==> src/logic/clk_ctrl_pkg.sv <==
// shared constants for the channel 7 output divider and single-ended divider control
package clk_ctrl_pkg;

  // ----------------------------------------------------------------
  // register indices and byte addresses
  // ----------------------------------------------------------------
  localparam logic [7:0] CH7_DIV_INDEX = 8'h2c;
  localparam logic [7:0] SE_CTRL_INDEX = 8'h2d;
  localparam logic [7:0] FEED_SEL_INDEX = 8'h2e;
  localparam logic [7:0] STATE_INDEX = 8'h2f;
  localparam logic [9:0] CH7_DIV_ADDR = {CH7_DIV_INDEX, 2'b00};
  localparam logic [9:0] SE_CTRL_ADDR = {SE_CTRL_INDEX, 2'b00};
  localparam logic [9:0] FEED_SEL_ADDR = {FEED_SEL_INDEX, 2'b00};
  localparam logic [9:0] STATE_ADDR = {STATE_INDEX, 2'b00};

  // ----------------------------------------------------------------
  // reset values
  // ----------------------------------------------------------------
  localparam logic [7:0] CH7_DIV_RESET = 8'h05;
  localparam logic [7:0] SE_CTRL_RESET = 8'h0a;
  localparam logic [1:0] FEED_SEL_RESET = 2'h0;

  // ----------------------------------------------------------------
  // field positions in cmos_divider_and_pin_select
  // ----------------------------------------------------------------
  localparam int SECOND_PRESCALE_LSB = 6;
  localparam int FIRST_PRESCALE_LSB = 4;
  localparam int PIN_B_SOURCE_LSB = 2;
  localparam int PIN_A_SOURCE_LSB = 0;

  // ----------------------------------------------------------------
  // codes
  // ----------------------------------------------------------------
  localparam logic [1:0] PRESCALE_OFF = 2'h0;
  localparam logic [1:0] PRESCALE_BY4 = 2'h1;
  localparam logic [1:0] PRESCALE_BY5 = 2'h2;
  localparam logic [7:0] PRESCALE_LIMIT4 = 8'h03;
  localparam logic [7:0] PRESCALE_LIMIT5 = 8'h04;
  localparam logic [1:0] PIN_FROM_DIV_A = 2'h0;
  localparam logic [1:0] PIN_FROM_DIV_B = 2'h1;
  localparam logic [1:0] PIN_STATUS = 2'h2;
  localparam logic [1:0] SRC_FIRST_SYNTH = 2'h0;
  localparam logic [1:0] SRC_SECOND_SYNTH = 2'h1;
  localparam logic [1:0] SRC_PRIMARY_REF = 2'h2;
  localparam logic [7:0] SE_MIN_LIMIT = 8'h05;

endpackage

==> src/logic/tick_divider.sv <==
// divides a one-cycle tick stream by a programmable ratio
`timescale 1ns/1ns
module tick_divider #(
  parameter int WIDTH = 8
) (
  input wire logic i_sys_clk, // system clock
  input wire logic i_reset, // async reset, active high
  input wire logic i_enable, // low holds the divider cleared
  input wire logic i_tick, // one source edge
  input wire logic [WIDTH-1:0] i_limit, // ratio minus one
  output logic o_tick, // one divided edge
  output logic o_level // divided clock level
);

  logic [WIDTH-1:0] count_r;
  logic [WIDTH-1:0] count_nxt;
  logic wrap;
  logic [WIDTH-1:0] half;

  // count wraps at the limit; high for the first half of each period
  assign wrap = (count_r >= i_limit);
  assign count_nxt = wrap ? '0 : count_r + 1'b1;
  assign half = WIDTH'(({1'b0, i_limit} + 1'b1) >> 1);

  // ----------------------------------------------------------------
  // counter; a lowered limit wraps at once so the output never stalls
  // ----------------------------------------------------------------
  always_ff @(posedge i_sys_clk or posedge i_reset)
  begin
    if (i_reset)
    begin
      count_r <= '0;
      o_tick <= 1'b0;
      o_level <= 1'b0;
    end
    else if (!i_enable)
    begin
      count_r <= '0;
      o_tick <= 1'b0;
      o_level <= 1'b0;
    end
    else
    begin
      o_tick <= i_tick && (count_r == '0);
      if (i_tick)
      begin
        count_r <= count_nxt;
        o_level <= (count_nxt < half) || (i_limit == '0 && !o_level);
      end
    end
  end

endmodule // tick_divider

==> src/logic/clk_ctrl.sv <==
// channel 7 output divider and single-ended divider / monitor pin control with apb registers
`timescale 1ns/1ns
module clk_ctrl (
  input wire logic i_sys_clk, // 250 mhz system clock
  input wire logic i_reset, // async reset, active high
  input wire logic psel, // apb select
  input wire logic penable, // apb access phase
  input wire logic pwrite, // apb direction, high = write
  input wire logic [11:0] paddr, // apb byte address
  input wire logic [31:0] pwdata, // apb write data
  input wire logic [3:0] pstrb, // apb byte strobes
  output logic [31:0] prdata, // apb read data
  output logic pready, // apb ready
  output logic pslverr, // apb error on unmapped address
  input wire logic i_nv_load, // pulse: reload settings from nonvolatile image
  input wire logic [7:0] i_nv_ch7_div, // nonvolatile channel 7 setting
  input wire logic [7:0] i_nv_se_ctrl, // nonvolatile single-ended control byte
  input wire logic [1:0] i_ch7_source, // channel 7 source select from its own register
  input wire logic i_first_synth_tick, // edge of first_synthesizer clock
  input wire logic i_second_synth_tick, // edge of second_synthesizer clock
  input wire logic i_primary_ref_tick, // edge of primary reference
  input wire logic i_secondary_ref_tick, // edge of secondary reference
  input wire logic [7:0] i_se_div_a_ratio, // single_ended_divider_a ratio, 0 = off
  input wire logic [7:0] i_se_div_b_ratio, // single_ended_divider_b ratio, 0 = off
  input wire logic i_status_a, // normal status signal for monitor_pin_a
  input wire logic i_status_b, // normal status signal for monitor_pin_b
  output logic o_ch7_tick, // channel 7 output edge
  output logic o_ch7_level, // channel 7 output clock level
  output logic o_monitor_pin_a, // monitor_pin_a output value
  output logic o_monitor_pin_a_oe, // monitor_pin_a driven
  output logic o_monitor_pin_b, // monitor_pin_b output value
  output logic o_monitor_pin_b_oe // monitor_pin_b driven
);

  // ----------------------------------------------------------------
  // registers
  // ----------------------------------------------------------------
  logic [7:0] channel7_output_divide_ratio_r;
  logic [7:0] cmos_divider_and_pin_select_r;
  logic [1:0] feed_select_r;
  logic [1:0] second_synth_single_ended_prescale;
  logic [1:0] first_synth_single_ended_prescale;
  logic [1:0] monitor_pin_b_source;
  logic [1:0] monitor_pin_a_source;

  assign second_synth_single_ended_prescale = cmos_divider_and_pin_select_r[clk_ctrl_pkg::SECOND_PRESCALE_LSB +: 2];
  assign first_synth_single_ended_prescale = cmos_divider_and_pin_select_r[clk_ctrl_pkg::FIRST_PRESCALE_LSB +: 2];
  assign monitor_pin_b_source = cmos_divider_and_pin_select_r[clk_ctrl_pkg::PIN_B_SOURCE_LSB +: 2];
  assign monitor_pin_a_source = cmos_divider_and_pin_select_r[clk_ctrl_pkg::PIN_A_SOURCE_LSB +: 2];

  // ----------------------------------------------------------------
  // apb decode
  // ----------------------------------------------------------------
  logic setup_phase;
  logic access_done;
  logic hit_ch7;
  logic hit_se;
  logic hit_feed;
  logic hit_state;
  logic mapped;
  logic wr_ch7;
  logic wr_se;
  logic wr_feed;
  logic [7:0] state_word;
  logic [31:0] read_mux;

  // answer is prepared in the setup cycle so the access cycle never waits
  assign setup_phase = psel && !penable;
  assign access_done = psel && penable && pready;
  assign hit_ch7 = (paddr[9:0] == clk_ctrl_pkg::CH7_DIV_ADDR) && (paddr[11:10] == 2'h0);
  assign hit_se = (paddr[9:0] == clk_ctrl_pkg::SE_CTRL_ADDR) && (paddr[11:10] == 2'h0);
  assign hit_feed = (paddr[9:0] == clk_ctrl_pkg::FEED_SEL_ADDR) && (paddr[11:10] == 2'h0);
  assign hit_state = (paddr[9:0] == clk_ctrl_pkg::STATE_ADDR) && (paddr[11:10] == 2'h0);
  assign mapped = hit_ch7 || hit_se || hit_feed || hit_state;
  // only byte lane 0 carries data; a write without it leaves the register alone
  assign wr_ch7 = access_done && pwrite && hit_ch7 && pstrb[0];
  assign wr_se = access_done && pwrite && hit_se && pstrb[0];
  assign wr_feed = access_done && pwrite && hit_feed && pstrb[0];

  // read mux; the state register is read-only and ignores writes
  assign read_mux = hit_ch7 ? {24'h000000, channel7_output_divide_ratio_r} :
                    hit_se ? {24'h000000, cmos_divider_and_pin_select_r} :
                    hit_feed ? {30'h0, feed_select_r} :
                    hit_state ? {24'h000000, state_word} : 32'h00000000;

  // ----------------------------------------------------------------
  // apb answer flops
  // ----------------------------------------------------------------
  // ready follows every setup cycle by exactly one clock: zero wait states, no stall path
  always_ff @(posedge i_sys_clk or posedge i_reset)
  begin
    if (i_reset)
    begin
      pready <= 1'b0;
      pslverr <= 1'b0;
      prdata <= 32'h00000000;
    end
    else
    begin
      pready <= setup_phase;
      pslverr <= setup_phase && !mapped;
      prdata <= (setup_phase && !pwrite) ? read_mux : 32'h00000000;
    end
  end

  // ----------------------------------------------------------------
  // settings; software write wins over a nonvolatile reload in the same cycle
  // ----------------------------------------------------------------
  always_ff @(posedge i_sys_clk or posedge i_reset)
  begin
    if (i_reset)
    begin
      channel7_output_divide_ratio_r <= clk_ctrl_pkg::CH7_DIV_RESET;
      cmos_divider_and_pin_select_r <= clk_ctrl_pkg::SE_CTRL_RESET;
      feed_select_r <= clk_ctrl_pkg::FEED_SEL_RESET;
    end
    else
    begin
      if (wr_ch7)
        channel7_output_divide_ratio_r <= pwdata[7:0];
      else if (i_nv_load)
        channel7_output_divide_ratio_r <= i_nv_ch7_div;
      if (wr_se)
        cmos_divider_and_pin_select_r <= pwdata[7:0];
      else if (i_nv_load)
        cmos_divider_and_pin_select_r <= i_nv_se_ctrl;
      if (wr_feed)
        feed_select_r <= pwdata[1:0];
    end
  end

  // ----------------------------------------------------------------
  // channel 7 divider
  // ----------------------------------------------------------------
  logic ch7_from_synth;
  logic ch7_src_tick;
  logic ch7_ref_tick;
  logic ch7_div_tick;
  logic ch7_div_level;

  // reference sources bypass the divider entirely
  assign ch7_from_synth = (i_ch7_source == clk_ctrl_pkg::SRC_FIRST_SYNTH) ||
                          (i_ch7_source == clk_ctrl_pkg::SRC_SECOND_SYNTH);
  assign ch7_src_tick = (i_ch7_source == clk_ctrl_pkg::SRC_FIRST_SYNTH) ? i_first_synth_tick : i_second_synth_tick;
  assign ch7_ref_tick = (i_ch7_source == clk_ctrl_pkg::SRC_PRIMARY_REF) ? i_primary_ref_tick : i_secondary_ref_tick;

  // held cleared while a reference is selected, so a synthesizer source restarts in phase
  tick_divider #(
    .WIDTH(8)
  ) ch7_divider (
    .i_sys_clk(i_sys_clk),
    .i_reset(i_reset),
    .i_enable(ch7_from_synth),
    .i_tick(ch7_src_tick),
    .i_limit(channel7_output_divide_ratio_r),
    .o_tick(ch7_div_tick),
    .o_level(ch7_div_level)
  );

  // undivided reference level follows each reference edge as a toggle
  logic ref_level_r;

  always_ff @(posedge i_sys_clk or posedge i_reset)
  begin
    if (i_reset)
      ref_level_r <= 1'b0;
    else if (!ch7_from_synth && ch7_ref_tick)
      ref_level_r <= !ref_level_r;
  end

  // channel 7 outputs registered; one cycle behind the divider, or behind the reference tick and level flop
  always_ff @(posedge i_sys_clk or posedge i_reset)
  begin
    if (i_reset)
    begin
      o_ch7_tick <= 1'b0;
      o_ch7_level <= 1'b0;
    end
    else
    begin
      o_ch7_tick <= ch7_from_synth ? ch7_div_tick : ch7_ref_tick;
      o_ch7_level <= ch7_from_synth ? ch7_div_level : ref_level_r;
    end
  end

  // ----------------------------------------------------------------
  // synthesizer prescales and single-ended dividers (generate per path)
  // ----------------------------------------------------------------
  logic [1:0] prescale_code [2];
  logic [1:0] synth_tick;
  logic [1:0] prescale_on;
  logic [1:0] prescale_tick;
  logic [1:0] feed_tick;
  logic [1:0] se_on;
  logic [1:0] se_level;
  logic [7:0] se_ratio [2];
  logic [7:0] se_limit [2];
  logic [7:0] prescale_limit [2];

  assign prescale_code[0] = first_synth_single_ended_prescale;
  assign prescale_code[1] = second_synth_single_ended_prescale;
  assign synth_tick = {i_second_synth_tick, i_first_synth_tick};
  assign se_ratio[0] = i_se_div_a_ratio;
  assign se_ratio[1] = i_se_div_b_ratio;

  // index 0 is the first synthesizer path and divider a, index 1 the second and divider b
  genvar g;
  generate
    for (g = 0; g < 2; g = g + 1)
    begin : g_path
      // reserved code falls through to off, keeping the divider starved
      assign prescale_on[g] = (prescale_code[g] == clk_ctrl_pkg::PRESCALE_BY4) ||
                              (prescale_code[g] == clk_ctrl_pkg::PRESCALE_BY5);
      assign prescale_limit[g] = (prescale_code[g] == clk_ctrl_pkg::PRESCALE_BY5) ?
                                 clk_ctrl_pkg::PRESCALE_LIMIT5 : clk_ctrl_pkg::PRESCALE_LIMIT4;

      tick_divider #(
        .WIDTH(8)
      ) prescaler (
        .i_sys_clk(i_sys_clk),
        .i_reset(i_reset),
        .i_enable(prescale_on[g]),
        .i_tick(synth_tick[g]),
        .i_limit(prescale_limit[g]),
        .o_tick(prescale_tick[g]),
        .o_level()
      );

      // divider a takes its native feed (first) unless crossed, b likewise
      assign feed_tick[g] = feed_select_r[g] ? prescale_tick[1 - g] : prescale_tick[g];
      // ratios below six run at six; zero stops the divider
      assign se_on[g] = (se_ratio[g] != 8'h00);
      assign se_limit[g] = (se_ratio[g] <= clk_ctrl_pkg::SE_MIN_LIMIT) ? clk_ctrl_pkg::SE_MIN_LIMIT :
                           se_ratio[g] - 8'h01;

      tick_divider #(
        .WIDTH(8)
      ) se_divider (
        .i_sys_clk(i_sys_clk),
        .i_reset(i_reset),
        .i_enable(se_on[g]),
        .i_tick(feed_tick[g]),
        .i_limit(se_limit[g]),
        .o_tick(),
        .o_level(se_level[g])
      );
    end
  endgenerate

  // ----------------------------------------------------------------
  // monitor pin selection
  // ----------------------------------------------------------------
  logic pin_a_val;
  logic pin_b_val;
  logic pin_a_en;
  logic pin_b_en;

  // disabled code releases the pin and parks the data low
  assign pin_a_val = (monitor_pin_a_source == clk_ctrl_pkg::PIN_FROM_DIV_A) ? se_level[0] :
                     (monitor_pin_a_source == clk_ctrl_pkg::PIN_FROM_DIV_B) ? se_level[1] :
                     (monitor_pin_a_source == clk_ctrl_pkg::PIN_STATUS) ? i_status_a : 1'b0;
  assign pin_b_val = (monitor_pin_b_source == clk_ctrl_pkg::PIN_FROM_DIV_A) ? se_level[0] :
                     (monitor_pin_b_source == clk_ctrl_pkg::PIN_FROM_DIV_B) ? se_level[1] :
                     (monitor_pin_b_source == clk_ctrl_pkg::PIN_STATUS) ? i_status_b : 1'b0;
  assign pin_a_en = (monitor_pin_a_source != 2'h3);
  assign pin_b_en = (monitor_pin_b_source != 2'h3);

  // pins registered so the pads never see decode glitches when the select changes
  always_ff @(posedge i_sys_clk or posedge i_reset)
  begin
    if (i_reset)
    begin
      o_monitor_pin_a <= 1'b0;
      o_monitor_pin_a_oe <= 1'b0;
      o_monitor_pin_b <= 1'b0;
      o_monitor_pin_b_oe <= 1'b0;
    end
    else
    begin
      o_monitor_pin_a <= pin_a_val;
      o_monitor_pin_a_oe <= pin_a_en;
      o_monitor_pin_b <= pin_b_val;
      o_monitor_pin_b_oe <= pin_b_en;
    end
  end

  // ----------------------------------------------------------------
  // read-only state word for software
  // ----------------------------------------------------------------
  assign state_word = {2'h0, se_level, se_on, prescale_on};

endmodule // clk_ctrl

==> config.mk <==
export PLATFORM = sky130hd
export DESIGN_NAME = clk_ctrl
export DESIGN_NICKNAME = d
export VERILOG_FILES = /design/src/logic/clk_ctrl_pkg.sv /design/src/logic/tick_divider.sv /design/src/logic/clk_ctrl.sv
export SDC_FILE = /design/constraint.sdc
export NUM_CORES = 1
export LEC_CHECK = 0
export ABC_AREA = 1
export BUFFER_PORTS_ARGS = -buffer_cell sky130_fd_sc_hd__buf_2
export CAP_MARGIN = 20
export CORE_MARGIN = 4
export CORE_UTILIZATION = 58
export DETAILED_ROUTE_END_ITERATION = 8
export GPL_TIMING_DRIVEN = 0
export PLACE_DENSITY_LB_ADDON = 0.05
export SETUP_SLACK_MARGIN = 0.2
export SYNTH_ARGS = -nofsm -noshare
export SYNTH_HDL_FRONTEND = slang
export SYNTH_HIERARCHICAL = 1
export SYNTH_SLANG_ARGS = --single-unit
==> constraint.sdc <==
create_clock -name i_sys_clk -period 3.1 [get_ports i_sys_clk]
set_input_delay 0.465 -clock i_sys_clk [delete_from_list [all_inputs] [get_ports i_sys_clk]]
set_output_delay 0.465 -clock i_sys_clk [all_outputs]
set_load 0.02 [all_outputs]
==> flow_metrics.env, run 1 <==
export IMPL_first_pass_iters=5
export IMPL_syn_inst=1056
export IMPL_switching_share_pct=40.3
export IMPL_die_h_um=120
export IMPL_fillerInstances=953
export IMPL_antenna_left=0
export IMPL_stdcell_count=1382
export IMPL_ctsHoldBuffers=0
export IMPL_clk_latency_ns=0.33
export IMPL_drive_above_1_share_pct=25.5
export IMPL_critPathArrivalTime_ns=3.26
export IMPL_worst_path_most_repeated_cell="nand2_1"
export IMPL_hpwlAfterDp_um=13900
export IMPL_max_stage_delay_ns=0.30
export IMPL_irDropWorstVdd_mv=0.260
export IMPL_power_leakage_uw=0.00497
export IMPL_r2r_end="ch7_divider/o_level$_DFFE_PP0P_"
export IMPL_grt_ovfl_total=0
export IMPL_clk_pin_slew_ns=0.06
export IMPL_critical_path_slowest_cell="ha_1"
export IMPL_die_area_mm2=0.0144
export IMPL_critPathTopFamily="simple AND/OR/NAND/NOR gates"
export IMPL_setup_violations_final=0
export IMPL_core_area_mm2=0.0121
export IMPL_ios=134
export IMPL_setup_worst_path_class="input pin to flop"
export IMPL_layout_commonest_cell="nand2_1"
export IMPL_rows=40
export IMPL_via_per_inst=5.02
export IMPL_antenna_found_initial=1
export IMPL_rr_worst_depth=19
export IMPL_crit_path_start_kind="input pin"
export IMPL_die_x_um=120
export IMPL_cts_root_buffer="clkbuf_16"
export IMPL_final_area_mm2=0.00913
export IMPL_io_buffers=82
export IMPL_layout_min_cycle_time_ns=2.99
export IMPL_cts_buffers=9
export IMPL_regToRegSetupSlack_ns=0.48
export IMPL_cp_startpoint="i_se_div_b_ratio[0]"
export IMPL_end_kind="flop"
export IMPL_gp_congestion=0.947
export IMPL_clockBufferDepth=2
export IMPL_yosysWarningCount=6
export IMPL_p_per_area_mw_per_mm2=492
export IMPL_vias=6944
export IMPL_area_growth_pct=25.9
export IMPL_cts_tree="yes"
export IMPL_dp_cells=1340
export IMPL_wl_per_cell_um=13.2
export IMPL_avgSynthCellArea_um2=6.87
export IMPL_drt_iter0_markers=482
export IMPL_setup_ws_ns=0.108
export IMPL_internal_power_uw=2680
export IMPL_slew_headroom_pct=58.2
export IMPL_max_cap_viol_count=0
export IMPL_dpl_cell_area_mm2=0.00822
export IMPL_max_freq_ghz=0.334
export IMPL_switchingPower_uw=1810
export IMPL_status="complete, no violations"
export IMPL_seq_power_share_pct=31.1
export IMPL_worstMarginPinSlew_ns=0.626
export IMPL_wl_um=18200
export IMPL_rsz0062_at_grt="yes"
export IMPL_clock_power_share_pct=23.0
export IMPL_cts_max_level=3
export IMPL_drc_errors=0
export IMPL_dpl_worst_slack_ns=-0.428
export IMPL_grt_pass1_vias=6485
export IMPL_grt_max_degree=23
export IMPL_r2r_start="channel7_output_divide_ratio_r[2]$_DFFE_PP1P_"
export IMPL_layout_common_cells="nand2_1 (219), inv_1 (199), buf_2 (81)"
export IMPL_report_final_hold_viol_count=0
export IMPL_slew_violations=0
export IMPL_initial_core_util_pct=59.9
export IMPL_power_uw=4490
export IMPL_grt_usage_pct=25.1
export IMPL_clock_sinks=81
export IMPL_cp_max_fo=4
export IMPL_hold_path_class="input pin to asynchronous set/reset pin"
export IMPL_combPwrFrac_pct=45.9
export IMPL_syn_area_mm2=0.00725
export IMPL_period_share_pct=96.5
export IMPL_cp_required_ns=3.37
export IMPL_num_nets_final=1387
export IMPL_clock_skew_ns=0.00593
export IMPL_grt_pass1_wl_um=29600
export IMPL_cp_buffers_inverters=7
worst register-to-register path: cells and delay by family, from the launching register on:
| kind | cells | cell delay [ns] |
|---|---|---|
| simple gates | 10 | 0.71 |
| buf+inv | 4 | 0.28 |
| compound gates | 3 | 0.41 |
| fa+ha+maj | 2 | 0.58 |
| flops | 1 | 0.61 |
sequential cells by signal, indices dropped and copies added, names as in the netlist, 2 cells and up:
| signal | count |
|---|---|
| prdata | 8 |
| channel7_output_divide_ratio_r | 8 |
| g_path.se_divider/o_level | 2 |
| feed_select_r | 2 |
| cmos_divider_and_pin_select_r | 8 |
| g_path.prescaler/o_tick | 2 |
| ch7_divider/count_r | 8 |
| g_path.prescaler/count_r | 16 |
| g_path.se_divider/count_r | 16 |
repair_timing:
item	CTS	global route
pin swaps	26	34
setup buffers	16	9
hold endpoints to repair	0	0
setup endpoints to repair	2	3
gates resized for setup	49	56
power groups by stage:
stage / clock network, uW / logic [uW] / registers [uW]
after floorplan: 0 / 1230 / 1370
after global routing: 1110 / 2320 / 1410
after CTS: 1050 / 1800 / 1390
after global placement: 0 / 1570 / 1400
final: 1030 / 2060 / 1390
after detailed placement: 0 / 1620 / 1400
worst max path at each step:
stage	depth (start not counted)	endpoint
after floorplan	26	g_path[1].se_divider/o_level$_DFFE_PP0P_
after global placement	27	g_path[1].se_divider/o_level$_DFFE_PP0P_
after detailed placement	27	g_path[1].se_divider/o_level$_DFFE_PP0P_
after CTS	30	g_path[1].se_divider/o_level$_DFFE_PP0P_
after global routing	30	g_path[1].se_divider/o_level$_DFFE_PP0P_
final	27	g_path[1].se_divider/o_level$_DFFE_PP0P_
per-stage QoR:
| step | setup TNS (ns) | hold slack, ns | util [%] |
|---|---|---|---|
| after detailed placement | -0.797 | 0.441 | 67.9 |
| after floorplan | 0 | 0.293 | - |
| after global placement | -0.719 | 0.430 | 67.7 |
| after global routing | -0.0508 | 0.226 | 75.4 |
| final | 0 | 0.201 | 75.4 |
| after CTS | 0 | 0.202 | 73.0 |
layer usage:
| layer | wire length [um] | global-route usage [%] | part of all wire, % |
|---|---|---|---|
| met5 | 0 | 0 | 0 |
| met4 | 354 | 5.94 | 1.9 |
| met3 | 868 | 3.77 | 4.8 |
| met2 | 8730 | 41.8 | 48 |
| met1 | 8260 | 34.6 | 45 |
final cells by class:
class                      count  area [um^2]  share of cell area, %
antenna                        1         2.50                 0.0274
buffer                        30          218                   2.38
clock buffer                  11          233                   2.55
clock inverter                 5         56.3                  0.617
inverter                     242          958                   10.5
multi-input combinational    736         4750                   52.0
sequential                    81         2030                   22.3
tap                          168          210                   2.30
timing repair buffer         108          672                   7.36
Note: power is estimated with default switching activity, not from simulation.
==> run 2: changes to the inputs <==
--- a/config.mk
+++ b/config.mk
@@ -9,12 +9,12 @@
 export BUFFER_PORTS_ARGS = -buffer_cell sky130_fd_sc_hd__buf_2
 export CAP_MARGIN = 20
 export CORE_MARGIN = 4
-export CORE_UTILIZATION = 58
+export CORE_UTILIZATION = 56
 export DETAILED_ROUTE_END_ITERATION = 8
 export GPL_TIMING_DRIVEN = 0
 export PLACE_DENSITY_LB_ADDON = 0.05
 export SETUP_SLACK_MARGIN = 0.2
+export SLEW_MARGIN = 20
 export SYNTH_ARGS = -nofsm -noshare
 export SYNTH_HDL_FRONTEND = slang
-export SYNTH_HIERARCHICAL = 1
 export SYNTH_SLANG_ARGS = --single-unit
==> flow_metrics.env, run 2 <==
export IMPL_status="complete, no violations"
export IMPL_slew_violations=0
export IMPL_cts_max_level=3
export IMPL_p_per_area_mw_per_mm2=502
export IMPL_ys_seq_area_share_pct=31.8
export IMPL_power_leakage_uw=0.00437
export IMPL_synth_ff_type="dfrtp_1"
export IMPL_cp_startpoint="i_se_div_b_ratio[0]"
export IMPL_syn_inst=867
export IMPL_via_per_inst=5.17
export IMPL_crit_path_start_kind="input pin"
export IMPL_rr_worst_depth=19
export IMPL_antenna_found_initial=0
export IMPL_async_flop_share_pct=100
export IMPL_die_area_mm2=0.0132
export IMPL_cp_max_fo=5
export IMPL_grt_ovfl_total=0
export IMPL_yosysWarningCount=0
export IMPL_grt_usage_pct=23.6
export IMPL_setup_ws_ns=0.108
export IMPL_vias=6052
export IMPL_grt_pass1_wl_um=25300
export IMPL_regToRegSetupSlack_ns=0.54
export IMPL_synth_cell_types=42
export IMPL_drc_errors=0
export IMPL_grt_max_degree=60
export IMPL_layout_min_cycle_time_ns=2.99
export IMPL_core_area_mm2=0.0110
export IMPL_max_freq_ghz=0.334
export IMPL_period_share_pct=96.5
export IMPL_worstMarginPinSlew_ns=0.851
export IMPL_grt_pass1_vias=5507
export IMPL_fillerInstances=874
export IMPL_clock_skew_ns=0.00911
export IMPL_clockBufferDepth=2
export IMPL_report_final_hold_viol_count=0
export IMPL_gp_congestion=0.869
export IMPL_hpwlAfterDp_um=11700
export IMPL_setup_violations_final=0
export IMPL_synth_top_cell_by_area="dfrtp_1"
export IMPL_irDropWorstVdd_mv=0.440
export IMPL_cts_buffers=9
export IMPL_register_area_mm2=0.00203
export IMPL_area_growth_pct=28.5
export IMPL_clk_pin_slew_ns=0.07
export IMPL_rows=38
export IMPL_dpl_worst_slack_ns=-0.594
export IMPL_hold_path_class="input pin to asynchronous set/reset pin"
export IMPL_n_antenna_cell=0
export IMPL_ys_ff_latch=81
export IMPL_cts_tree="yes"
export IMPL_io_buffers=80
export IMPL_slew_headroom_pct=42.9
export IMPL_antenna_left=0
export IMPL_whs_ns=0.0786
export IMPL_setup_worst_path_class="input pin to flop"
export IMPL_initial_core_util_pct=58.0
export IMPL_layout_commonest_cell="inv_1"
export IMPL_die_x_um=115
export IMPL_critPathArrivalTime_ns=3.28
export IMPL_clock_sinks=81
export IMPL_ys_top_cells_by_count="inv_1 (175), nand2_1 (159), nor2_1 (78)"
export IMPL_ios=134
export IMPL_crit_path_end="g_path[1].se_divider.o_level$_DFFE_PP0P_"
export IMPL_max_cap_viol_count=0
export IMPL_wl_per_cell_um=13.8
export IMPL_fin_util_pct=74.5
export IMPL_synth_top_cell_area_share_pct=30.1
export IMPL_wl_um=16100
export IMPL_syn_area_mm2=0.00640
export IMPL_r2r_end="ch7_divider.o_level$_DFFE_PP0P_"
export IMPL_cts_root_buffer="clkbuf_16"
export IMPL_end_kind="flop"
export IMPL_synth_edf_count=0
export IMPL_num_nets_final=1192
export IMPL_clk_latency_ns=0.35
export IMPL_drive_above_1_share_pct=27.1
export IMPL_die_h_um=115
export IMPL_top_regs="g_path.prescaler.count_r x16, g_path.se_divider.count_r x16"
export IMPL_first_pass_iters=5
export IMPL_cp_required_ns=3.39
export IMPL_rsz0062_at_grt="yes"
export IMPL_multiInputGateArea_mm2=0.00397
export IMPL_layout_common_cells="inv_1 (154), nand2_1 (141), buf_2 (78)"
export IMPL_yosysMostFrequentCell="inv_1"
export IMPL_ctsHoldBuffers=0
export IMPL_avgSynthCellArea_um2=7.38
export IMPL_r2r_start="channel7_output_divide_ratio_r[2]$_DFFE_PP1P_"
export IMPL_drt_iter0_markers=382
export IMPL_synth_area_leaders="dfrtp_1 (30%), ha_1 (14%), inv_1 (10%), nand2_1 (9.3%), nand3_1 (4.6%)"
==> run 2: layout make-up <==
class                   count  area share (%)
inverters                 183            8.95
clock buffers              10            2.91
plain buffers              29            2.45
repair buffers            124            9.73
clock inverters             6           0.791
well taps                 140            2.13
flip-flops and latches     81            24.7
multi-input cells         597            48.3
==> run 2: kinds of logic after synthesis <==
group,share of synthesized area (%)
AND/OR/NAND/NOR,24.8
flip-flops,31.8
adder cells (fa/ha/maj),14.3
other,0.0586
XOR/XNOR,3.70
buffers and inverters,14.0
AO/OA/AOI/OAI,11.5
==> run 2: power breakdown <==
group	leakage [uW]	internal, uW	switching (uW)
combinational	0.00316	699	977
sequential	0.00106	1210	142
clock	0.000149	648	454
==> run 2: worst min-delay path by stage <==
stage	cells past startpoint	endpoint	from	slack, ns
after floorplan	1	g_path[0].prescaler.o_tick$_DFF_PP0_	g_path[0].prescaler.count_r[3]$_DFFE_PP0P_	0.43
after global routing	2	prdata[1]$_DFF_PP0_	i_reset	0.1
after detailed placement	2	g_path[0].prescaler.count_r[5]$_DFFE_PP0P_	i_reset	0.45
after CTS	2	pready$_DFF_PP0_	i_reset	0.08
after global placement	1	g_path[0].prescaler.o_tick$_DFF_PP0_	g_path[0].prescaler.count_r[3]$_DFFE_PP0P_	0.46
final	2	pready$_DFF_PP0_	i_reset	0.08
==> run 2: worst max-delay path, stage by stage <==
cell        delay (ns)
buf_6             0.10
clkinvlp_4        0.08
ha_4              0.17
inv_4             0.04
nor2_4            0.09
nand2_2           0.06
nor3_2            0.13
xor2_1            0.11
nor2_1            0.18
inv_1             0.12
ha_4              0.17
nand2_1           0.04
inv_1             0.04
nor2_1            0.11
o21a_1            0.17
nand2_2           0.10
inv_4             0.11
nand3_4           0.10
inv_4             0.09
ha_4              0.20
a21oi_2           0.15
nor2_2            0.06
a211oi_2          0.15
nand2_1           0.09
nand2_2           0.07
nand2_2           0.06
nand2_2           0.05
==> run 2: routing by layer <==
| layer | wire, um | share of wire (%) | GRT usage (%) |
|---|---|---|---|
| met3 | 798 | 5.0 | 3.95 |
| met1 | 7360 | 46 | 32.4 |
| met5 | 0 | 0 | 0 |
| met2 | 7630 | 47 | 38.0 |
| met4 | 331 | 2.1 | 8.06 |
==> run 2: through the flow <==
stage / total power, uW / std cells / setup TNS, ns / area (um^2)
global placement: 2650 / 1110 / -29.09 / 7110
floorplan: 2340 / 890 / 0 / 6530
global route: 4450 / 1170 / -0.0474 / 8220
finish: 4130 / 1170 / 0 / 8220
detailed placement: 2680 / 1111 / -0.904 / 7140
CTS: 3900 / 1154 / 0 / 7770
==> run 2: repair_timing <==
action                     in CTS  in global routing
cloned                          0                  0
setup endpoints to repair       2                  2
resized for setup              34                 77
pin swaps                      20                 49
buffers inserted               27                 16
hold endpoints to repair        0                  0
==> run 3: changes to the inputs <==
--- a/config.mk
+++ b/config.mk
@@ -7,12 +7,11 @@
 export LEC_CHECK = 0
 export ABC_AREA = 1
 export BUFFER_PORTS_ARGS = -buffer_cell sky130_fd_sc_hd__buf_2
-export CAP_MARGIN = 20
 export CORE_MARGIN = 4
 export CORE_UTILIZATION = 56
 export DETAILED_ROUTE_END_ITERATION = 8
 export GPL_TIMING_DRIVEN = 0
-export PLACE_DENSITY_LB_ADDON = 0.05
+export PLACE_DENSITY = 0.88
 export SETUP_SLACK_MARGIN = 0.2
 export SLEW_MARGIN = 20
 export SYNTH_ARGS = -nofsm -noshare
==> flow_metrics.env, run 3 (synthesis gave the netlist of run 2 again) <==
export IMPL_clock_skew_ns=0.0106
export IMPL_cts_tree="yes"
export IMPL_report_final_hold_viol_count=0
export IMPL_fillerInstances=771
export IMPL_worst_path_most_repeated_cell="nand2_1"
export IMPL_cts_root_buffer="clkbuf_16"
export IMPL_layout_commonest_cell="inv_1"
export IMPL_clock_power_share_pct=24.7
export IMPL_max_cap_viol_count=0
export IMPL_hpwlAfterDp_um=12400
export IMPL_n_antenna_cell=0
export IMPL_irDropWorstVdd_mv=0.450
export IMPL_vias=6406
export IMPL_wl_um=18200
export IMPL_first_pass_iters=5
export IMPL_rows=38
export IMPL_grt_pass1_wl_um=27100
export IMPL_die_h_um=115
export IMPL_dpl_worst_slack_ns=-0.601
export IMPL_worstMarginPinSlew_ns=0.693
export IMPL_cp_required_ns=3.32
export IMPL_fin_util_pct=74.1
export IMPL_internal_power_uw=2580
export IMPL_top_regs="g_path.prescaler.count_r x16, g_path.se_divider.count_r x16"
export IMPL_switching_share_pct=39.2
export IMPL_drive_above_1_share_pct=26.6
export IMPL_seq_power_share_pct=32.1
export IMPL_cts_max_level=3
export IMPL_combPwrFrac_pct=43.2
export IMPL_clock_sinks=81
export IMPL_clockBufferDepth=2
export IMPL_period_share_pct=103
export IMPL_grt_ovfl_total=0
export IMPL_grt_usage_pct=25.1
export IMPL_drt_iter0_markers=489
export IMPL_setup_violations_final=1
export IMPL_max_freq_ghz=0.312
export IMPL_num_nets_final=1186
export IMPL_setup_ws_ns=-0.104
export IMPL_cts_buffers=9
export IMPL_slew_violations=0
export IMPL_layout_min_cycle_time_ns=3.20
export IMPL_antenna_found_initial=0
export IMPL_initial_core_util_pct=58.0
export IMPL_clk_latency_ns=0.34
export IMPL_antenna_left=0
export IMPL_end_kind="flop"
export IMPL_grt_max_degree=52
export IMPL_cp_max_fo=5
export IMPL_critPathArrivalTime_ns=3.42
export IMPL_critical_path_slowest_cell="ha_4"
export IMPL_die_x_um=115
export IMPL_via_per_inst=5.50
export IMPL_whs_ns=0.125
export IMPL_rsz0062_at_grt="yes"
export IMPL_grt_pass1_vias=5930
export IMPL_hold_path_class="input pin to asynchronous set/reset pin"
export IMPL_switchingPower_uw=1660
export IMPL_drc_errors=0
export IMPL_crit_path_start_kind="input pin"
export IMPL_power_leakage_uw=0.00433
export IMPL_dpl_cell_area_mm2=0.00714
export IMPL_setup_worst_path_class="input pin to flop"
export IMPL_slew_headroom_pct=53.5
export IMPL_die_area_mm2=0.0132
export IMPL_core_area_mm2=0.0110
export IMPL_p_per_area_mw_per_mm2=519
export IMPL_layout_common_cells="inv_1 (152), nand2_1 (142), buf_2 (78)"
export IMPL_wl_per_cell_um=15.6
export IMPL_final_area_mm2=0.00818
export IMPL_io_buffers=80
export IMPL_gp_congestion=0.874
export IMPL_ios=134
export IMPL_clk_pin_slew_ns=0.07
export IMPL_status="complete, but fails checks"
export IMPL_area_growth_pct=27.8
export IMPL_violations="setup timing"
export IMPL_max_stage_delay_ns=0.28
## run 3: cell types whose count changed in the layout (fill, tap and decap cells not counted), moves of 2 or more
cell and delta:
inv_2 +3, nand2_2 -4, clkbuf_1 +2, nand2_4 +3, nand3_1 +2, inv_1 -2
buf_4 -6, nand3_2 -2, buf_8 +2
## run 3: worst paths after layout
check / from / end / slack, ns / cells past startpoint
setup / recovery: i_se_div_b_ratio[1] / g_path[1].se_divider.o_level$_DFFE_PP0P_ / -0.10 / 30
hold / removal: i_reset / g_path[0].prescaler.count_r[4]$_DFFE_PP0P_ / 0.12 / 2
setup reg to reg: channel7_output_divide_ratio_r[2]$_DFFE_PP1P_ / ch7_divider.o_level$_DFFE_PP0P_ / 0.48 / 19
hold reg to reg: ref_level_r$_DFFE_PP0P_ / ref_level_r$_DFFE_PP0P_ / 0.47 / 1
max in group asynchronous: i_reset / cmos_divider_and_pin_select_r[3]$_DFFE_PP1P_ / 2.32 / 3
min in group i_sys_clk: penable / pready$_DFF_PP0_ / 0.36 / 2
## run 3: worst max-delay path: cells and delay by family
kind | cells | cell delay [ns]
compound gates | 1 | 0.09
fa+ha+maj | 3 | 0.70
buf+inv | 9 | 0.85
simple gates | 17 | 1.30
## run 3: cell type report
type / instances / area (um^2) / area share, %
clock buffers: 11 / 233 / 2.85
well taps: 140 / 175 / 2.14
plain buffers: 29 / 201 / 2.46
clock inverters: 5 / 58.8 / 0.719
repair buffers: 118 / 753 / 9.21
flip-flops and latches: 81 / 2030 / 24.8
multi-input cells: 597 / 4000 / 48.9
inverters: 183 / 726 / 8.87
## run 3: through the flow
step           power [uW]  instances  TNS [ns]
2_1_floorplan        2340        890         0
3_3_place_gp         2620       1110    -27.13
3_5_place_dp         2700       1111    -0.939
4_1_cts              3860       1151         0
5_1_grt              4510       1164    -0.215
6_report             4240       1164    -0.104
## run 3: repair_timing
action	in CTS	in global routing
hold endpoints to repair	0	0
hold buffers	0	0
gates resized for setup	32	81
setup endpoints to repair	2	3
setup buffers	24	13
pin swaps	22	45
## run 3: routing by layer
layer / routed length, um / global-route usage (%)
met5: 0 / 0
met4: 689 / 7.04
met3: 1160 / 4.47
met2: 9080 / 43.1
met1: 7260 / 32.5
## run 3: power groups by stage
stage / clock network [uW] / registers (uW) / logic (uW)
6_report: 1050 / 1360 / 1830
5_1_grt: 1100 / 1380 / 2030
4_1_cts: 1060 / 1340 / 1460
3_5_place_dp: 0 / 1360 / 1340
3_3_place_gp: 0 / 1350 / 1270
2_1_floorplan: 0 / 1340 / 994
